### src/pkg/spms_map.vh
// Register offsets, field positions, reset values and timing counts of the serial port
`ifndef SPMS_MAP_VH
`define SPMS_MAP_VH
// ==================================================
// Register offsets
`define SPMS_OFF_DATA      3'h0
`define SPMS_OFF_CTRL      3'h1
`define SPMS_OFF_STATUS    3'h2
`define SPMS_OFF_PRESCALE  3'h3
// ==================================================
// Control register fields
`define SPMS_CTRL_IRQEN    7
`define SPMS_CTRL_POE      6
`define SPMS_CTRL_IRQSRC   5
`define SPMS_CTRL_MASTER   4
`define SPMS_CTRL_CLOCK_POLARITY     3
`define SPMS_CTRL_CLOCK_PHASE     2
`define SPMS_CTRL_RATE_HI  1
`define SPMS_CTRL_RATE_LO  0
// ==================================================
// Status register fields
`define SPMS_STAT_DONE     7
`define SPMS_STAT_WRITE_COLLISION_FLAG     6
`define SPMS_STAT_MASTER_FAULT_FLAG     4
// ==================================================
// Prescaler register fields
`define SPMS_PRE_HALF      7
`define SPMS_PRE_VAL_HI    6
// ==================================================
// Reset values
`define SPMS_RST_CTRL      8'h00
`define SPMS_RST_PRESCALE  8'h00
`define SPMS_RST_BYTE      8'h00
// ==================================================
// Timing
`define SPMS_BITS_PER_BYTE 4'h8
`define SPMS_EDGES_PER_BYTE 5'h10
`endif

### src/hw/spms_port.v
// Master/slave serial peripheral port with register port, baud generator and shifter
`timescale 1ns/10ps
`include "spms_map.vh"
module spms_port #(
    parameter WIDTH = 8,
    parameter CNT_W = 16
) (
    input  wire             sys_clk_in,
    input  wire             rst_n_in,
    input  wire [2:0]       addr_in,
    input  wire [7:0]       wdata_in,
    input  wire             wr_in,
    input  wire             rd_in,
    output reg  [7:0]       rdata_out,
    input  wire             sck_in,
    output reg              sck_out,
    output wire             sck_oe_out,
    input  wire             mosi_in,
    output wire             mosi_out,
    output wire             mosi_oe_out,
    input  wire             miso_in,
    output wire             miso_out,
    output wire             miso_oe_out,
    input  wire             ss_n_in,
    output wire             irq_out
);
    // ==================================================
    // State encoding
    localparam [2:0] ST_IDLE = 3'b001;
    localparam [2:0] ST_XFER = 3'b010;
    localparam [2:0] ST_DONE = 3'b100;

    // ==================================================
    // Registers
    reg  [7:0]       ctrl;
    reg  [7:0]       prescale;
    reg  [WIDTH-1:0] rx_buf;
    reg              done_flag;
    reg              write_collision_flag_flag;
    reg              master_fault_flag_flag;
    reg              done_armed;
    reg              write_collision_flag_armed;
    reg              master_fault_flag_armed;
    reg  [2:0]       state;
    reg  [4:0]       edge_cnt;
    reg              sck_prev;
    reg              slave_started;

    wire             is_master;
    wire             clock_polarity;
    wire             clock_phase;
    wire             port_on;
    wire             hit_data;
    wire             hit_status;
    wire             hit_ctrl;
    wire             hit_pre;
    wire             busy;
    wire             data_write;
    wire             write_ok;
    wire             start_master;
    wire             baud_tick;
    wire             slave_edge;
    wire             ser_edge;
    wire             lead_edge;
    wire             sample;
    wire             shift;
    wire             last_edge;
    wire             serial_in;
    wire             shift_msb;
    wire [WIDTH-1:0] shift_data;
    wire             fault;
    wire             ctrl_write;
    wire             done_block;
    wire             ss_freeze;
    wire             xfer_act;
    wire             first_edge;
    wire [7:0]       status_word;

    function hit;
        input [2:0] a;
        input [2:0] off;
        begin
            hit = (a == off);
        end
    endfunction

    assign is_master  = ctrl[`SPMS_CTRL_MASTER];
    assign clock_polarity       = ctrl[`SPMS_CTRL_CLOCK_POLARITY];
    assign clock_phase       = ctrl[`SPMS_CTRL_CLOCK_PHASE];
    assign port_on    = ctrl[`SPMS_CTRL_POE];
    assign hit_data   = hit(addr_in, `SPMS_OFF_DATA);
    assign hit_status = hit(addr_in, `SPMS_OFF_STATUS);
    assign hit_ctrl   = hit(addr_in, `SPMS_OFF_CTRL);
    assign hit_pre    = hit(addr_in, `SPMS_OFF_PRESCALE);
    assign busy       = (state == ST_XFER);
    assign data_write = wr_in && hit_data;
    assign ctrl_write = wr_in && hit_ctrl;

    // ==================================================
    // Data register write qualification
    assign done_block = done_flag && !done_armed;
    // Phase clear: any SS low freezes; phase set: only once the first edge came
    assign ss_freeze  = !is_master && !ss_n_in && (!clock_phase || slave_started);
    assign write_ok   = data_write && !busy && !done_block && !ss_freeze;
    assign start_master = write_ok && is_master && port_on && ss_n_in;

    // ==================================================
    // Rate generator, master only
    spms_baud_gen #(
        .CNT_W (CNT_W)
    ) u_baud (
        .sys_clk_in            (sys_clk_in),
        .rst_n_in              (rst_n_in),
        .run_in                (busy && is_master),
        .half_divide_select_in (prescale[`SPMS_PRE_HALF]),
        .prescale_in           (prescale[`SPMS_PRE_VAL_HI:0]),
        .rate_select_in        (ctrl[`SPMS_CTRL_RATE_HI:`SPMS_CTRL_RATE_LO]),
        .tick_out              (baud_tick)
    );

    // ==================================================
    // Serial edge detection; pins taken as synchronous
    always @(posedge sys_clk_in) begin
        if (!rst_n_in)
            sck_prev <= 1'b0;
        else
            sck_prev <= sck_in;
    end

    // Slave edges only count with SS low and port enabled; prescaler unused
    assign slave_edge = !is_master && port_on && !ss_n_in && (sck_in != sck_prev);
    assign ser_edge   = is_master ? baud_tick : slave_edge;
    // Odd edges (1st,3rd,...) are leading edges of a pulse
    assign lead_edge  = !edge_cnt[0];
    // Slave edge one arrives while idle, so it is processed there as well
    assign xfer_act   = busy || (state == ST_IDLE && slave_edge);
    // Phase set: the MSB already stands from the load, so edge one must not shift
    assign first_edge = (edge_cnt == 5'h00);
    assign sample     = xfer_act && ser_edge && (lead_edge ^ clock_phase);
    assign shift      = xfer_act && ser_edge && !(lead_edge ^ clock_phase) && !(clock_phase && first_edge);
    assign last_edge  = ser_edge && (edge_cnt == `SPMS_EDGES_PER_BYTE - 5'h01);
    assign serial_in  = is_master ? miso_in : mosi_in;

    spms_shifter #(
        .WIDTH (WIDTH)
    ) u_shift (
        .sys_clk_in   (sys_clk_in),
        .rst_n_in     (rst_n_in),
        .load_in      (write_ok),
        .load_data_in (wdata_in),
        .sample_in    (sample),
        .serial_in    (serial_in),
        .shift_in     (shift),
        .msb_out      (shift_msb),
        .data_out     (shift_data)
    );

    // ==================================================
    // Transfer sequencer
    always @(posedge sys_clk_in) begin
        if (!rst_n_in) begin
            state         <= ST_IDLE;
            edge_cnt      <= 5'h00;
            slave_started <= 1'b0;
        end else begin
            case (state)
                ST_IDLE: begin
                    edge_cnt <= 5'h00;
                    if (start_master) begin
                        state <= ST_XFER;
                    end else if (slave_edge) begin
                        // First slave edge counts as edge one of the byte
                        state         <= ST_XFER;
                        edge_cnt      <= 5'h01;
                        slave_started <= 1'b1;
                    end
                end
                ST_XFER: begin
                    if (fault) begin
                        state <= ST_IDLE;
                    end else if (last_edge) begin
                        state <= ST_DONE;
                    end else if (ser_edge) begin
                        edge_cnt <= edge_cnt + 5'h01;
                    end
                end
                ST_DONE: begin
                    state         <= ST_IDLE;
                    slave_started <= 1'b0;
                end
                default: begin
                    state <= ST_IDLE;
                end
            endcase
            if (ss_n_in)
                slave_started <= 1'b0;
        end
    end

    // ==================================================
    // Serial clock out: idle at polarity, toggles per tick in master transfer
    always @(posedge sys_clk_in) begin
        if (!rst_n_in)
            sck_out <= 1'b0;
        else if (!busy || !is_master)
            sck_out <= clock_polarity;
        else if (baud_tick)
            sck_out <= ~sck_out;
    end

    // ==================================================
    // Pin drivers
    assign sck_oe_out  = is_master && port_on;
    assign mosi_out    = shift_msb;
    assign mosi_oe_out = is_master && port_on;
    assign miso_out    = shift_msb;
    assign miso_oe_out = !is_master && port_on && !ss_n_in;

    // ==================================================
    // Flags; hardware set wins over software clear
    assign fault = is_master && port_on && !ss_n_in;

    always @(posedge sys_clk_in) begin
        if (!rst_n_in) begin
            done_flag  <= 1'b0;
            done_armed <= 1'b0;
            write_collision_flag_flag  <= 1'b0;
            write_collision_flag_armed <= 1'b0;
            master_fault_flag_flag  <= 1'b0;
            master_fault_flag_armed <= 1'b0;
            rx_buf     <= `SPMS_RST_BYTE;
        end else begin
            if ((rd_in || wr_in) && hit_status && done_flag)
                done_armed <= 1'b1;
            else if (rd_in && hit_data && done_armed)
                done_armed <= 1'b0;
            if (rd_in && hit_data && done_armed)
                done_flag <= 1'b0;
            if (state == ST_XFER && last_edge) begin
                done_flag  <= 1'b1;
                done_armed <= 1'b0;
                rx_buf     <= shift_data;
            end
            if (rd_in && hit_status && write_collision_flag_flag)
                write_collision_flag_armed <= 1'b1;
            else if (rd_in && hit_data && write_collision_flag_armed)
                write_collision_flag_armed <= 1'b0;
            if (rd_in && hit_data && write_collision_flag_armed)
                write_collision_flag_flag <= 1'b0;
            if (data_write && busy) begin
                write_collision_flag_flag  <= 1'b1;
                write_collision_flag_armed <= 1'b0;
            end
            if (rd_in && hit_status && master_fault_flag_flag)
                master_fault_flag_armed <= 1'b1;
            else if (ctrl_write)
                master_fault_flag_armed <= 1'b0;
            if (ctrl_write && master_fault_flag_armed)
                master_fault_flag_flag <= 1'b0;
            if (fault) begin
                master_fault_flag_flag  <= 1'b1;
                master_fault_flag_armed <= 1'b0;
            end
        end
    end

    // ==================================================
    // Control and prescaler registers
    always @(posedge sys_clk_in) begin
        if (!rst_n_in) begin
            ctrl     <= `SPMS_RST_CTRL;
            prescale <= `SPMS_RST_PRESCALE;
        end else begin
            if (ctrl_write) begin
                ctrl <= wdata_in;
                // Fault blocks re-enable except inside its clearing sequence
                if (master_fault_flag_flag && !master_fault_flag_armed) begin
                    ctrl[`SPMS_CTRL_POE]    <= 1'b0;
                    ctrl[`SPMS_CTRL_MASTER] <= 1'b0;
                end
            end
            if (wr_in && hit_pre)
                prescale <= wdata_in;
            if (fault) begin
                ctrl[`SPMS_CTRL_POE]    <= 1'b0;
                ctrl[`SPMS_CTRL_MASTER] <= 1'b0;
            end
        end
    end

    // ==================================================
    // Interrupt: done needs source select and enable; fault needs enable only
    assign irq_out = ctrl[`SPMS_CTRL_IRQEN] &&
                     ((done_flag && ctrl[`SPMS_CTRL_IRQSRC]) || master_fault_flag_flag);

    // ==================================================
    // Read port, data one cycle after the strobe
    // Status word: spare bits read as zero
    assign status_word = {done_flag, write_collision_flag_flag, 1'b0, master_fault_flag_flag, 4'h0};

    always @(posedge sys_clk_in) begin
        if (!rst_n_in)
            rdata_out <= 8'h00;
        else if (rd_in) begin
            case (addr_in)
                `SPMS_OFF_DATA:     rdata_out <= rx_buf;
                `SPMS_OFF_CTRL:     rdata_out <= ctrl;
                `SPMS_OFF_STATUS:   rdata_out <= status_word;
                `SPMS_OFF_PRESCALE: rdata_out <= prescale;
                default:            rdata_out <= 8'h00;
            endcase
        end else
            rdata_out <= 8'h00;
    end
endmodule // spms_port

### src/hw/spms_baud_gen.v
// Master serial clock rate generator: one-cycle tick per half serial clock period
`timescale 1ns/10ps
module spms_baud_gen #(
    parameter CNT_W = 16
) (
    input  wire       sys_clk_in,
    input  wire       rst_n_in,
    input  wire       run_in,
    input  wire       half_divide_select_in,
    input  wire [6:0] prescale_in,
    input  wire [1:0] rate_select_in,
    output reg        tick_out
);
    // ==================================================
    // Divider: (prescale+1) * 2^(rate+1), halved when selected
    reg  [CNT_W-1:0] count;
    wire [CNT_W-1:0] base_div;
    wire [CNT_W-1:0] full_div;
    wire [CNT_W-1:0] last_val;
    wire [2:0]       shift_amt;

    // Widened so rate three does not wrap to a shift of zero
    assign shift_amt = {1'b0, rate_select_in} + 3'b001;
    assign base_div = {{(CNT_W-7){1'b0}}, prescale_in} + {{(CNT_W-1){1'b0}}, 1'b1};
    assign full_div = base_div << shift_amt;
    assign last_val = half_divide_select_in ? ((full_div >> 1) - {{(CNT_W-1){1'b0}}, 1'b1})
                                            : (full_div - {{(CNT_W-1){1'b0}}, 1'b1});

    always @(posedge sys_clk_in) begin
        if (!rst_n_in || !run_in) begin
            count    <= {CNT_W{1'b0}};
            tick_out <= 1'b0;
        end else if (count >= last_val) begin
            count    <= {CNT_W{1'b0}};
            tick_out <= 1'b1;
        end else begin
            count    <= count + {{(CNT_W-1){1'b0}}, 1'b1};
            tick_out <= 1'b0;
        end
    end
endmodule // spms_baud_gen

### src/hw/spms_shifter.v
// Eight-bit shift register with byte load, MSB-first shift and sample hold
`timescale 1ns/10ps
module spms_shifter #(
    parameter WIDTH = 8
) (
    input  wire             sys_clk_in,
    input  wire             rst_n_in,
    input  wire             load_in,
    input  wire [WIDTH-1:0] load_data_in,
    input  wire             sample_in,
    input  wire             serial_in,
    input  wire             shift_in,
    output wire             msb_out,
    output wire [WIDTH-1:0] data_out
);
    // ==================================================
    // Sampled bit is held until the shift edge, so capture and launch can be apart
    reg [WIDTH-1:0] shreg;
    reg             held_bit;

    always @(posedge sys_clk_in) begin
        if (!rst_n_in) begin
            shreg    <= {WIDTH{1'b0}};
            held_bit <= 1'b0;
        end else begin
            if (sample_in)
                held_bit <= serial_in;
            if (load_in)
                shreg <= load_data_in;
            else if (shift_in)
                shreg <= {shreg[WIDTH-2:0], sample_in ? serial_in : held_bit};
        end
    end

    assign msb_out  = shreg[WIDTH-1];
    assign data_out = sample_in ? {shreg[WIDTH-2:0], serial_in} : {shreg[WIDTH-2:0], held_bit};
endmodule // spms_shifter

### config.mk
export PLATFORM = sky130hd
export DESIGN_NAME = spms_port
export DESIGN_NICKNAME = d
export VERILOG_FILES = /design/src/hw/spms_port.v /design/src/hw/spms_baud_gen.v /design/src/hw/spms_shifter.v
export VERILOG_INCLUDE_DIRS = /design/src /design/src/pkg
export SDC_FILE = /design/constraint.sdc
export NUM_CORES = 1
export LEC_CHECK = 0
export ABC_AREA = 1
export BUFFER_PORTS_ARGS = -buffer_cell sky130_fd_sc_hd__clkbuf_2
export CORE_ASPECT_RATIO = 2
export CORE_MARGIN = 2
export CORE_UTILIZATION = 50
export CTS_CLUSTER_SIZE = 28
export DETAILED_ROUTE_END_ITERATION = 16
export PLACE_DENSITY_LB_ADDON = 0.3
export SLEW_MARGIN = 15
export SYNTH_ARGS = -nofsm -noshare
export SYNTH_HDL_FRONTEND = slang
export SYNTH_SLANG_ARGS = --single-unit
### constraint.sdc
create_clock -name sys_clk_in -period 7.81 [get_ports sys_clk_in]
set_input_delay 1.562 -clock sys_clk_in [delete_from_list [all_inputs] [get_ports sys_clk_in]]
set_output_delay 1.562 -clock sys_clk_in [all_outputs]
set_load 0.01 [all_outputs]
* Word-level counts from Yosys, hierarchy flattened
Index checks and enable logic that the tools add are counted.
Cells by class: $add $sub $neg 6, order comparisons 1, eq/ne operators 15, shift operators 1, mux-type cells 37, bitwise logic cells 3, reduce and logical (&&, ||, !) cells 79
Operator list (count):
- 1-bit logical AND | 39
- 8-bit one-hot mux with 4 select lines | 1
- 1-bit two-way mux | 23
- 2-bit nonzero test | 10
- 16-bit by 1-bit adder with 16-bit output, second input constant | 1
- 16-bit greater-or-equal comparator | 1
- 16-bit two-way mux | 1
- 8-bit two-way mux | 2
- 16-bit by 3-bit left shift with 16-bit output | 1
- 15-bit by 1-bit subtractor with 16-bit output, second input constant | 1
- 16-bit by 1-bit subtractor with 16-bit output, second input constant | 1
- 5-bit two-way mux | 3
- 1-bit zero test | 13
- 3-bit two-way mux | 4
- 5-bit one-hot mux with 2 select lines | 1
- 2-bit OR reduction | 5
- 3-bit by 2-bit equality test with 1-bit output, second input constant | 3
- 7-bit by 1-bit adder with 8-bit output, second input constant | 1
- 2-bit != test, second input constant | 4
- 3-bit by 1-bit equality test with 1-bit output, second input constant | 2
- 1-bit logical OR | 6
- 3-bit one-hot mux with 2 select lines | 1
- 5-bit by 1-bit adder with 5-bit output, second input constant | 1
- 5-bit by 4-bit equality test with 1-bit output, second input constant | 1
- other kinds (14) | 16
Word-level totals: bits in registers 75, bits of input ports 19

* Logic depth before layout (Yosys ltp)
Gate-level depths: netlist of run 1.
word-level depth 11, depth in mapped cells 24, depth with buffers taken out 23

* Hierarchy
Synthesis of run 1 repeated with hierarchy kept, for this count alone.
Unflattened totals: cell total of the unflattened synthesis 717, area total of the unflattened synthesis 4996.0 um^2
Modules (own cells, without submodules):
- spms_port | instances 1, cells an instance 306, area an instance 2309.7 um^2, seq. area each 980.9 um^2
- spms_baud_gen | instances 1, cells an instance 342, area an instance 2217.1 um^2, seq. area each 340.3 um^2
- spms_shifter | instances 1, cells an instance 69, area an instance 469.2 um^2, seq. area each 180.2 um^2

* Worst setup path before layout of run 1
Ideal clock, no wire load.
path type register -> register, start register ctrl[0], end register u_baud.count[11], library setup time 0.128 ns, arrival 3.282 ns, required time 7.682 ns, slack 4.400 ns, cell stages (with the launch flop) 23, path buffers 3, path through dfxtp_1 > ha_1 > buf_4 > inv_2 > buf_6 > nand2_1 > inv_1 > o21ai_1 > ha_1 > nand2_2 > nor2_4 > nand2_2 > nor2_8 > nand2_1 > xor2_1 > ha_1 > nand2_1 > nor3_1 > nand3_1 > nand3_1 > nand3b_1 > clkbuf_1 > nor2_1
Between the ends: cells in the longest elaborated chain, start to end 6, elaborated cells between the ends (all ways) 7, those cells by class 3 x add/sub; 1 x order compare; 1 x shift; 1 x mux; 1 x reduce/logical
RTL lines:
- start, declared | line spms_port.v:35 | reg [7:0] ctrl;
- start signal, assigned | line spms_port.v:271 | ctrl <= `SPMS_RST_CTRL;
- start signal, assigned | line spms_port.v:275 | ctrl <= wdata_in;
- 2-bit by 1-bit adder with 3-bit output * | line spms_baud_gen.v:23 | assign shift_amt = {1'b0, rate_select_in} + 3'b001;
- 16-bit by 3-bit left shift with 16-bit output * | line spms_baud_gen.v:25 | assign full_div = base_div << shift_amt;
- 16-bit by 1-bit subtractor with 16-bit output / 15-bit by 1-bit subtractor with 16-bit output (equally long branches) | line spms_baud_gen.v:27, spms_baud_gen.v:26
- 16-bit two-way mux * | line spms_baud_gen.v:26 | assign last_val = half_divide_select_in ? ((full_div >> 1) - {{(CNT_W-1){1'b0}}, 1'b1})
- 16-bit greater-or-equal comparator * | line spms_baud_gen.v:33 | end else if (count >= last_val) begin
- 2-bit OR reduction (no line) *
- end signal, assigned | line spms_baud_gen.v:31 | count <= {CNT_W{1'b0}};
- end signal, assigned | line spms_baud_gen.v:34 | count <= {CNT_W{1'b0}};
- end signal, assigned | line spms_baud_gen.v:37 | count <= count + {{(CNT_W-1){1'b0}}, 1'b1};
- end, declared | line spms_baud_gen.v:16 | reg [CNT_W-1:0] count;
Mark *: on every way between the ends. The rest lies on a longest branch, timed or not. A chain may end at the register's enable or synchronous reset.

* Final worst setup path of run 1
start register ctrl[0], end register u_baud.count[8]
The elaborated chain is that of the path after synthesis.

==> run_results.csv, run 1 <==
group,metric,value,unit
outcome,run_status,"complete, no violations",
critical_path,cp_max_fo,16,
place,numPortBuffers,33,
floorplan,fp.dieH,140,um
floorplan,coreArea,0.00901,mm2
synthesis,synth_cell_types,40,
synthesis,synth-seq-cells,75,
clock_tree,clk-insertion-delay-late,0.34,ns
critical_path,reg2reg_to,"u_baud.count[8]$_SDFF_PP0_",
place,gp_congestion,0.921,
sta,setup_viol,0,
place,dpl-instance-area,0.00480,mm2
synthesis,async_flop_share,0,%
critical_path,critical_path_class,"register to register",
synthesis,avgSynthCellArea,6.93,um2
critical_path,cp.arrival,4.41,ns
final_layout,finish.utilization,56.9,%
clock_tree,numCtsBuffers,9,
sta,post-route-period-util,53.3,%
power,p_per_area,197,mW/mm2
global_route,grt_max_degree,32,
global_route,antenna_found_initial,0,
synthesis,synth_fa_ha_area_share,6.23,%
drt,via_count,4551,
place,dp_hpwl,9.82,mm
drt,wl_per_cell,15.3,um
synthesis,synth_area,0.00462,mm2
sta,worst_pin_slew,0.848,ns
synthesis,synth.area.mux_share,0,%
sta,period_needed,4.16,ns
drt,drt-pass1-iter-count,5,
floorplan,rows,49,
final_layout,multiInputGateArea,0.00268,mm2
critical_path,cp-end-kind,"register",
critical_path,cp-start-kind,"register",
critical_path,r2r_cells,20,
synthesis,synth_xor_area_share,3.80,%
critical_path,crit_start,"ctrl[0]$_SDFFE_PN0P_",
sta,finalHoldViolCount,0,
power,p_total,1.01,mW
drt,routed_wl,12.2,mm
synthesis,synth_top_family_by_area,"simple AND/OR/NAND/NOR gates",
sta,finClkSkew,0.00614,ns
sta,fmax,240,MHz
drt,via_per_inst,5.71,
floorplan,dieArea,0.0101,mm2
critical_path,worstPathRequired,8.06,ns
sta,final-max-slew-violation-count,0,
clock_tree,cts.sinks,75,
drt,drt_iter0_drc,192,
final_layout,fillers,847,
worst_hold_path,hold_class,"register to register",
clock_tree,post_cts_buffers,0,
synthesis,synth_simple_gate_area_share,32.9,%
final_layout,finalInstanceArea,0.00513,mm2
drt,antenna_left,0,
power,p_leak,2.17,nW
sta,rsz0062_at_grt,"false",
final_layout,regArea,0.00150,mm2
place,preCtsSetupSlack,3.65,ns
floorplan,io-pin-count,34,
synthesis,synth_flop_cell,"dfxtp_1",
critical_path,worst_setup_path_endpoint,"u_baud.count[8]$_SDFF_PP0_",
clock_tree,path_clk_slew,0.06,ns
clock_tree,hold_buffers,0,
global_route,grt_overflow_total,0,
critical_path,r2r_start,"ctrl[0]$_SDFFE_PN0P_",
sta,fin_setup_tns,0,ns
sta,slew_headroom,43.0,%
clock_tree,clockBufferDepth,2,
clock_tree,clock-root-buffer,"clkbuf_16",
final_layout,drive_gt1_share,12.2,%
synthesis,synthesis.nets,708,
synthesis,synth_edf_count,0,
clock_tree,cts_tree,"yes",
synthesis,yosys_warnings,0,
global_route,grt_pass1_wl,20.5,mm
power,peakVddDrop,192,uV
critical_path,rrSetupSlack,3.65,ns
clock_tree,htree_levels,3,
floorplan,start_util,51.2,%
floorplan,dieWidth,71.9,um
run,drv_cap,0,
final_layout,fin_nets,732,
final_layout,mostFrequentLayoutCells,"110 x nand2_1, 81 x inv_1, 75 x dfxtp_1",
global_route,gr-usage-all-layers,25.9,%
final_layout,area_delta_synth_final,11.2,%
final_layout,final_common_cell,"nand2_1",
clock_tree,cts.repair.resized,0,
global_route,grt_pass1_vias,4600,
sta,finalWorstSetupSlack,3.65,ns
drt,drc,0,
synthesis,synth_cells,666,
synthesis,ys_seq_area_share,32.5,%
final_layout,n_antenna_cell,0,
synthesis,synth_compound_area_share,15.0,%
==> stage by stage <==
stage	hold WS, ns	std cells
after floorplan	0.417	666
after global placement	0.435	781
after detailed placement	0.447	781
after CTS	0.455	797
after global routing	0.484	797
final	0.451	797
==> routing by layer <==
layer	vias up	GRT usage, %	part of all wire [%]	routed length [um]
met4	0	17.8	5.9	722
met5	-	0	0	0
met1	2091	23.3	35	4200
met3	47	4.71	3.3	405
met2	131	49.3	56	6850
li1	2282	-	-	-
==> worst min-delay path by stage <==
stage / from / endpoint / slack, ns / cells after the start
6_report: u_baud.count[0]$_SDFF_PP0_ / u_baud.count[0]$_SDFF_PP0_ / 0.45 / 1
5_1_grt: master_fault_flag_armed$_SDFFE_PP0P_ / master_fault_flag_armed$_SDFFE_PP0P_ / 0.48 / 2
4_1_cts: u_baud.count[0]$_SDFF_PP0_ / u_baud.count[0]$_SDFF_PP0_ / 0.45 / 1
3_5_place_dp: u_baud.count[0]$_SDFF_PP0_ / u_baud.count[0]$_SDFF_PP0_ / 0.45 / 1
3_3_place_gp: u_baud.count[0]$_SDFF_PP0_ / u_baud.count[0]$_SDFF_PP0_ / 0.44 / 1
2_1_floorplan: u_baud.count[0]$_SDFF_PP0_ / u_baud.count[0]$_SDFF_PP0_ / 0.42 / 1
==> layout make-up <==
| type | count | area share, % |
|---|---|---|
| clock buffer | 11 | 4.73 |
| clock inverter | 5 | 1.66 |
| inverter | 87 | 6.36 |
| multi-input combinational | 483 | 52.1 |
| sequential | 75 | 29.3 |
| tap | 102 | 2.49 |
| timing repair buffer | 34 | 3.37 |
==> synthesized netlist by cell type (all sizes together), types with 6 or more instances <==
cell type / number / area [um2]
nand2: 121 / 482
inv: 86 / 323
nand3: 77 / 405
nor2: 76 / 344
dfxtp: 75 / 1500
a21oi: 47 / 239
o21ai: 43 / 219
ha: 23 / 288
nor3: 18 / 110
xor2: 16 / 140
nand4: 13 / 81.3
clkbuf: 11 / 41.3
buf: 10 / 71.3
a211oi: 8 / 60.1
o22ai: 6 / 37.5
==> cells by family after synthesis <==
group | Yosys count
buf+inv | 108
flops | 75
compound gates | 122
xor+xnor | 20
simple gates | 318
fa+ha+maj | 23
==> sequential cells by signal (all words and copies together), names as in the netlist, 3 cells and up <==
register and count:
edge_cnt 5, ctrl 8, rx_buf 8, state 3, rdata_out 8, prescale 8, u_shift.shreg 8, u_baud.count 16
==> critical path, stage by stage, from the launching register on <==
cell	delay, ns
dfxtp_1	0.58
ha_1	0.37
inv_2	0.15
nand2_1	0.13
inv_1	0.07
o21ai_1	0.20
a21boi_1	0.23
nand2_2	0.10
nor2_4	0.14
nand3_2	0.12
nor2_2	0.15
nand3_1	0.08
nand2_1	0.07
inv_1	0.05
ha_1	0.28
a21oi_1	0.12
o21ai_0	0.09
a21oi_1	0.14
nand3_1	0.11
nand3b_1	0.52
nor3b_1	0.35
==> report_power, final <==
group	total, mW	switching (mW)	internal (mW)
logic	0.158	0.106	0.0528
registers	0.404	0.0108	0.393
clock network	0.450	0.160	0.290
(Power assumes the default switching activity.)
==> inputs of run 2 (changes only) <==
Settings changed: ABC_AREA 1 to 0.
Clock period 7.81 ns to 3.7 ns, I/O delays scaled along.
==> run 2 against run 1 <==
Compared with the run above:
- the run now ends with setup timing left
- design area is 29% higher
- area after synthesis is 11% higher
- power is 97% higher
- sequential share of layout area is 6.4 points lower
- worst hold slack better by 0.0060 ns
- non-clock buffer count is 95 higher
- synthesized cell count is 5.3% lower
- critical path depth is 2 lower
- clock-buffer cell count is 1 higher
- critical endpoint is now u_baud.count[15]$_SDFF_PP0_
- largest power group is now registers
- highest routed layer unchanged
==> run_results.csv, run 2 <==
group,metric,value,unit
critical_path,path_cells,"ha_4 -> mux2_4 -> o22ai_4 -> a21oi_2 -> a211o_2 -> buf_6 -> a2111oi_4 -> nand2_2 -> buf_4 -> o21ai_2 -> o211a_1 -> ha_4 -> a21o_1 -> a21oi_2 -> nor2b_4 -> o211ai_1 -> clkbuf_16 -> a211oi_2",
clock_tree,hold_buffers,0,
clock_tree,clk-insertion-delay-late,0.33,ns
synthesis,synth_xor_area_share,5.45,%
synthesis,yosys-top-cells-count,"85 x nand2_1, 75 x dfxtp_1, 55 x nor2_1",
sta,final-max-slew-violation-count,0,
sta,post-route-period-util,112,%
global_route,grt_pass1_vias,5430,
final_layout,largest_reg_flops,16,
critical_path,critical_path_class,"register to register",
sta,fin_setup_tns,-6.96,ns
floorplan,io-pin-count,34,
power,clockPowerShare,40.2,%
synthesis,synth_cell_types,79,
clock_tree,cts_tree,"yes",
clock_tree,htree_levels,3,
drt,via_count,5214,
run,drv_cap,0,
critical_path,worst_path_max_delay_cell,"a211o_2",
synthesis,synth_cells,631,
critical_path,cp_top_family,"compound AO/OA/AOI/OAI gates",
outcome,run_status,"complete, but fails checks",
power,p_leak,2.67,nW
drt,drc,0,
critical_path,critPathMaxStageDelay,0.39,ns
synthesis,synthesis.nets,673,
final_layout,regArea,0.00151,mm2
clock_tree,clock-root-buffer,"clkbuf_16",
sta,fmax,241,MHz
sta,finalHoldViolCount,0,
sta,slew_headroom,39.6,%
floorplan,dieWidth,75.7,um
synthesis,synth_edf_count,0,
place,dp_hpwl,11.9,mm
synthesis,synth_flop_cell,"dfxtp_1",
sta,period_needed,4.15,ns
floorplan,fp.dieH,147,um
synthesis,synth-seq-cells,75,
drt,routed_wl,15.8,mm
final_layout,area_delta_synth_final,28.5,%
drt,drt-pass1-iter-count,5,
sta,rsz0062_at_grt,"true",
sta,worst_pin_slew,0.904,ns
power,p_int,1.44,mW
drt,wl_per_cell,18.0,um
synthesis,avgSynthCellArea,8.14,um2
synthesis,yosys_warnings,0,
sta,setup_viol,17,
floorplan,dieArea,0.0112,mm2
final_layout,fin_nets,777,
clock_tree,numCtsBuffers,9,
drt,drt_iter0_drc,349,
critical_path,cp_max_fo,8,
synthesis,netlist.top_cell.by_area,"dfxtp_1",
synthesis,synth_top_family_by_area,"simple AND/OR/NAND/NOR gates",
global_route,gr-usage-all-layers,29.1,%
global_route,grt_max_degree,30,
final_layout,drive_gt1_share,31.1,%
power,power.switching,0.547,mW
critical_path,worstPathRequired,3.94,ns
critical_path,cp.buffers_inverters,3,
synthesis,synth.area.top_cells,"dfxtp_1 29%, nand2_1 6.2%, ha_1 5.6%",
synthesis,ys_seq_area_share,29.2,%
synthesis,async_flop_share,0,%
outcome,violations,"setup timing",
place,gp_congestion,0.941,
synthesis,post-synth-top-count-cell,"nand2_1",
critical_path,rrSetupSlack,-0.45,ns
floorplan,start_util,51.0,%
clock_tree,clockBufferDepth,2,
final_layout,mostFrequentLayoutCells,"89 x buf_4, 84 x nand2_1, 71 x dfxtp_1",
global_route,grt_pass1_wl,25.1,mm
critical_path,cp.arrival,4.38,ns
floorplan,coreArea,0.0101,mm2
power,p_per_area,301,mW/mm2
final_layout,fillers,808,
place,numPortBuffers,33,
power,peakVddDrop,335,uV
final_layout,multiInputGateArea,0.00363,mm2
power,sw_frac_of_total,27.5,%
synthesis,synth_area,0.00514,mm2
synthesis,synth_compound_area_share,23.4,%
final_layout,final_common_cell,"buf_4",
power,seq_power_share,41.7,%
critical_path,cp-end-kind,"register",
clock_tree,cts.sinks,75,
worst_hold_path,hold_class,"register to register",
synthesis,synth_top_area_share,29.2,%
critical_path,cp-start-kind,"register",
synthesis,synth_fa_ha_area_share,5.60,%
power,p_total,1.99,mW
power,pwr-share-comb,18.1,%
drt,via_per_inst,5.96,
synthesis,synth.area.mux_share,5.38,%
clock_tree,path_clk_slew,0.06,ns
synthesis,synth_simple_gate_area_share,24.3,%
sta,finClkSkew,0.00860,ns
final_layout,top_register,"u_baud.count",
global_route,antenna_found_initial,0,
sta,finalWorstSetupSlack,-0.448,ns
drt,antenna_left,0,
place,preCtsSetupSlack,-0.660,ns
global_route,grt_overflow_total,0,
floorplan,rows,52,
final_layout,n_antenna_cell,0,
-- run 2: changes by cell type after synthesis, sizes merged, moves of 15 or more --
cell / before / now
a211oi: 8 / 30
and3: 0 / 15
clkbuf: 11 / 26
inv: 86 / 22
nand2: 121 / 87
nand3: 77 / 20
nor2: 76 / 57
o21ai: 43 / 17
-- run 2: worst min-delay path: cells and delay by family, from the launching register on --
| family | cells | cell delay (ns) |
|---|---|---|
| flip-flops | 1 | 0.31 |
| AND/OR/NAND/NOR | 1 | 0.05 |
| AO/OA/AOI/OAI | 1 | 0.05 |
-- run 2: final timing paths --
kind                                 end                    from  cells past startpoint
max          u_baud.count[15]$_SDFF_PP0_    ctrl[1]$_SDFFE_PN0P_                     18
max reg2reg  u_baud.count[15]$_SDFF_PP0_    ctrl[1]$_SDFFE_PN0P_                     18
min reg2reg       rx_buf[4]$_SDFFE_PN0P_  rx_buf[4]$_SDFFE_PN0P_                      2
min               rx_buf[4]$_SDFFE_PN0P_  rx_buf[4]$_SDFFE_PN0P_                      2
-- run 2: what timing repair did --
action | CTS | global route
endpoints found under the setup margin | 17 | 17
resized for setup | 8 | 43
pin swaps | 5 | 30
setup buffers | 4 | 6
gates cloned | 0 | 2
-- run 2: final cells by class --
type,instances,share of cell area (%)
clock buffers,12,3.73
well taps,135,2.56
multi-input cells,497,55.0
flip-flops and latches,75,22.8
repair buffers,129,14.2
clock inverters,4,0.398
inverters,23,1.31
-- run 2: cell families (layout without fill, tap and decap cells) --
kind of cell	after synthesis	in the layout
compound gates	168	168
xor+xnor	32	32
fa+ha+maj	23	23
buf+inv	59	168
flops	75	75
mux	22	22
simple gates	252	252
-- run 2: power groups by stage --
stage | clock network [mW] | logic, mW | registers [mW]
2_1_floorplan | 0 | 0.205 | 0.842
3_3_place_gp | 0 | 0.290 | 0.845
3_5_place_dp | 0 | 0.298 | 0.846
4_1_cts | 0.810 | 0.329 | 0.829
5_1_grt | 0.847 | 0.390 | 0.830
6_report | 0.800 | 0.360 | 0.830
-- run 2: per-stage QoR --
stage / cells / hold slack (ns) / instance area, um2 / utilization, %
after floorplan: 631 / 0.433 / 5270 / -
after global placement: 848 / 0.449 / 5980 / 59.3
after detailed placement: 848 / 0.450 / 5980 / 59.3
after CTS: 868 / 0.457 / 6340 / 62.9
after global routing: 875 / 0.491 / 6600 / 65.5
final: 875 / 0.457 / 6600 / 65.5
-- run 2: per-layer routing --
metal	global-route usage (%)	routed length [um]	part of all wire [%]	up-vias
li1	-	-	-	2508
met1	27.3	5380	34	2484
met2	53.9	8970	57	153
met3	4.64	521	3.3	69
met4	19.5	906	5.7	0
met5	0	0	0	-
==> inputs of run 3 (changes only) <==
Settings changed: CORE_UTILIZATION 50 to 25.
Clock period 3.7 ns to 3.45 ns, I/O delays scaled along.
==> run 3 against run 2 <==
Compared with the run above:
- the flow still finishes with violations (setup timing)
- power rose by 13%
- combinational power up 2%
- first-iteration DRC count down 51%
- final cell count grew 16%
- clock-buffer cell count unchanged
- critical endpoint is now u_baud.count[8]$_SDFF_PP0_
- largest cell class unchanged
- largest power group is now the clock network
==> run_results.csv, run 3 (synthesis results as in run 2) <==
group,metric,value,unit
floorplan,fp.dieH,207,um
sta,worst_pin_slew,0.906,ns
critical_path,path_cells,"ha_4 -> mux2_2 -> o22ai_2 -> a21oi_2 -> mux4_2 -> buf_4 -> or2_2 -> and4bb_1 -> xnor2_1 -> o21ai_1 -> ha_1 -> a21o_1 -> a21o_1 -> nor2_1 -> o211ai_1 -> buf_12 -> a211oi_1",
floorplan,io-pin-count,34,
drt,via_per_inst,4.95,
floorplan,dieArea,0.0218,mm2
drt,antenna_left,0,
place,dp_hpwl,13.4,mm
sta,post-route-period-util,116,%
drt,drc,0,
final_layout,top_register,"u_baud.count",
final_layout,finish.utilization,33.2,%
global_route,gr-max-usage-layer,"met2",
final_layout,n_antenna_cell,0,
sta,finClkSkew,0.00911,ns
worst_hold_path,hold_depth,2,
run,drv_cap,0,
critical_path,cp-end-kind,"register",
global_route,antenna_found_initial,0,
drt,routed_wl,16.4,mm
sta,rsz0062_at_grt,"true",
global_route,grt_pass1_wl,26.5,mm
worst_hold_path,min_to,"rx_buf[5]$_SDFFE_PN0P_",
global_route,grt_max_degree,35,
outcome,violations,"setup timing",
floorplan,rows,74,
outcome,run_status,"complete, but fails checks",
final_layout,fin_nets,782,
final_layout,largest_reg_flops,16,
final_layout,regArea,0.00151,mm2
place,placedCellCount,995,
sta,finalHoldViolCount,0,
power,peakVddDrop,292,uV
place,gp_congestion,0.831,
critical_path,cp_common_cell,"a21o_1",
sta,hold_slack,0.465,ns
clock_tree,hold_buffers,0,
drt,drt-pass1-iter-count,4,
critical_path,r2r_cells,17,
drt,drt_iter0_drc,172,
place,numPortBuffers,33,
clock_tree,clk-insertion-delay-late,0.34,ns
sta,fmax,249,MHz
drt,wl_per_cell,16.3,um
floorplan,dieWidth,105,um
critical_path,cp_max_fo,17,
global_route,gr-usage-all-layers,15.7,%
critical_path,cp.arrival,4.26,ns
sta,setup_viol,17,
global_route,grt_pass1_vias,5111,
sta,finalWorstSetupSlack,-0.568,ns
critical_path,r2r_start,"ctrl[1]$_SDFFE_PN0P_",
clock_tree,clock-root-buffer,"clkbuf_16",
worst_hold_path,hold_class,"register to register",
critical_path,worst_path_max_delay_cell,"mux4_2",
final_layout,area_delta_synth_final,30.9,%
drt,via_count,5006,
clock_tree,cts_tree,"yes",
global_route,grt_use_met3,1.88,%
power,p_leak,2.69,nW
clock_tree,htree_levels,3,
final_layout,multiInputGateArea,0.00352,mm2
worst_hold_path,min_from,"rx_buf[5]$_SDFFE_PN0P_",
critical_path,rrSetupSlack,-0.57,ns
global_route,grt_overflow_total,0,
final_layout,fillers,2151,
sta,fin_setup_tns,-9.06,ns
clock_tree,clockBufferDepth,2,
sta,final-max-slew-violation-count,0,
power,p_per_area,335,mW/mm2
floorplan,start_util,25.3,%
place,preCtsSetupSlack,-0.714,ns
global_route,use_met2,32.4,%
sta,slew_headroom,39.4,%
final_layout,final_common_cell,"buf_4",
sta,period_needed,4.02,ns
critical_path,critPathMaxStageDelay,0.53,ns
clock_tree,numCtsBuffers,9,
clock_tree,path_clk_slew,0.06,ns
clock_tree,post_cts_buffers,0,
final_layout,mostFrequentLayoutCells,"98 x buf_4, 85 x nand2_1, 72 x dfxtp_1",
critical_path,cp-start-kind,"register",
global_route,met1_usage,14.1,%
final_layout,drive_gt1_share,29.1,%
clock_tree,cts.sinks,75,
critical_path,critical_path_class,"register to register",
floorplan,coreArea,0.0203,mm2
final_layout,finalNonFillerCells,1011,
critical_path,reg2reg_to,"u_baud.count[8]$_SDFF_PP0_",
critical_path,worstPathRequired,3.69,ns
run 3: cell types whose count changed in the layout (fill, tap and decap cells not counted), moves of 3 or more:
cell      previous run  this run
a211oi_2            16        12
a21oi_1             44        47
buf_4               89        98
buf_6                5         1
a211oi_1            13        16
run 3: stage by stage:
| stage | cell area (um2) | power, mW |
|---|---|---|
| floorplan | 5270 | 1.12 |
| global placement | 6280 | 1.26 |
| detailed placement | 6280 | 1.26 |
| CTS | 6670 | 2.28 |
| global route | 6730 | 2.35 |
| finish | 6730 | 2.25 |
run 3: worst max path at each step:
stage	startpoint	end	slack, ns	depth (start not counted)
floorplan	prescale[1]$_SDFFE_PN0P_	u_baud.count[5]$_SDFF_PP0_	-0.61	20
global placement	ctrl[1]$_SDFFE_PN0P_	u_baud.count[7]$_SDFF_PP0_	-0.62	18
detailed placement	ctrl[0]$_SDFFE_PN0P_	u_baud.count[15]$_SDFF_PP0_	-0.71	20
CTS	prescale[1]$_SDFFE_PN0P_	u_baud.count[6]$_SDFF_PP0_	-0.60	22
global route	ctrl[1]$_SDFFE_PN0P_	u_baud.count[10]$_SDFF_PP0_	-0.78	17
finish	ctrl[1]$_SDFFE_PN0P_	u_baud.count[8]$_SDFF_PP0_	-0.57	17
run 3: repair_timing:
item | in CTS | in global routing
resized for setup | 13 | 10
pin swaps | 4 | 2
setup endpoints to repair | 17 | 17
run 3: report_power, final:
| group | total [mW] | switching (mW) | internal [mW] |
|---|---|---|---|
| Combinational | 0.366 | 0.210 | 0.156 |
| Clock | 1.00 | 0.376 | 0.624 |
| Sequential | 0.888 | 0.0112 | 0.876 |
| Total | 2.25 | 0.597 | 1.66 |
run 3: worst max-delay path: cells and delay by family (launching register included):
kind	cells	cell delay, ns
AO/OA/AOI/OAI	7	0.97
multiplexers	2	0.87
AND/OR/NAND/NOR	3	0.62
adder cells (fa/ha/maj)	2	0.60
buffers and inverters	2	0.37
flip-flops	1	0.33
XOR/XNOR	1	0.13
run 3: layer usage:
metal / part of all wire, % / wire length (um)
met3: 2.1 / 345
met4: 5.0 / 827
met2: 59 / 9780
met5: 0 / 0
met1: 33 / 5490
run 3: final cells by class:
| class | count | area share (%) |
|---|---|---|
| multi-input cells | 497 | 52.4 |
| flip-flops and latches | 75 | 22.4 |
| repair buffers | 134 | 14.2 |
| well taps | 266 | 4.95 |
| clock buffers | 12 | 3.96 |
| inverters | 23 | 1.28 |
| clock inverters | 4 | 0.819 |
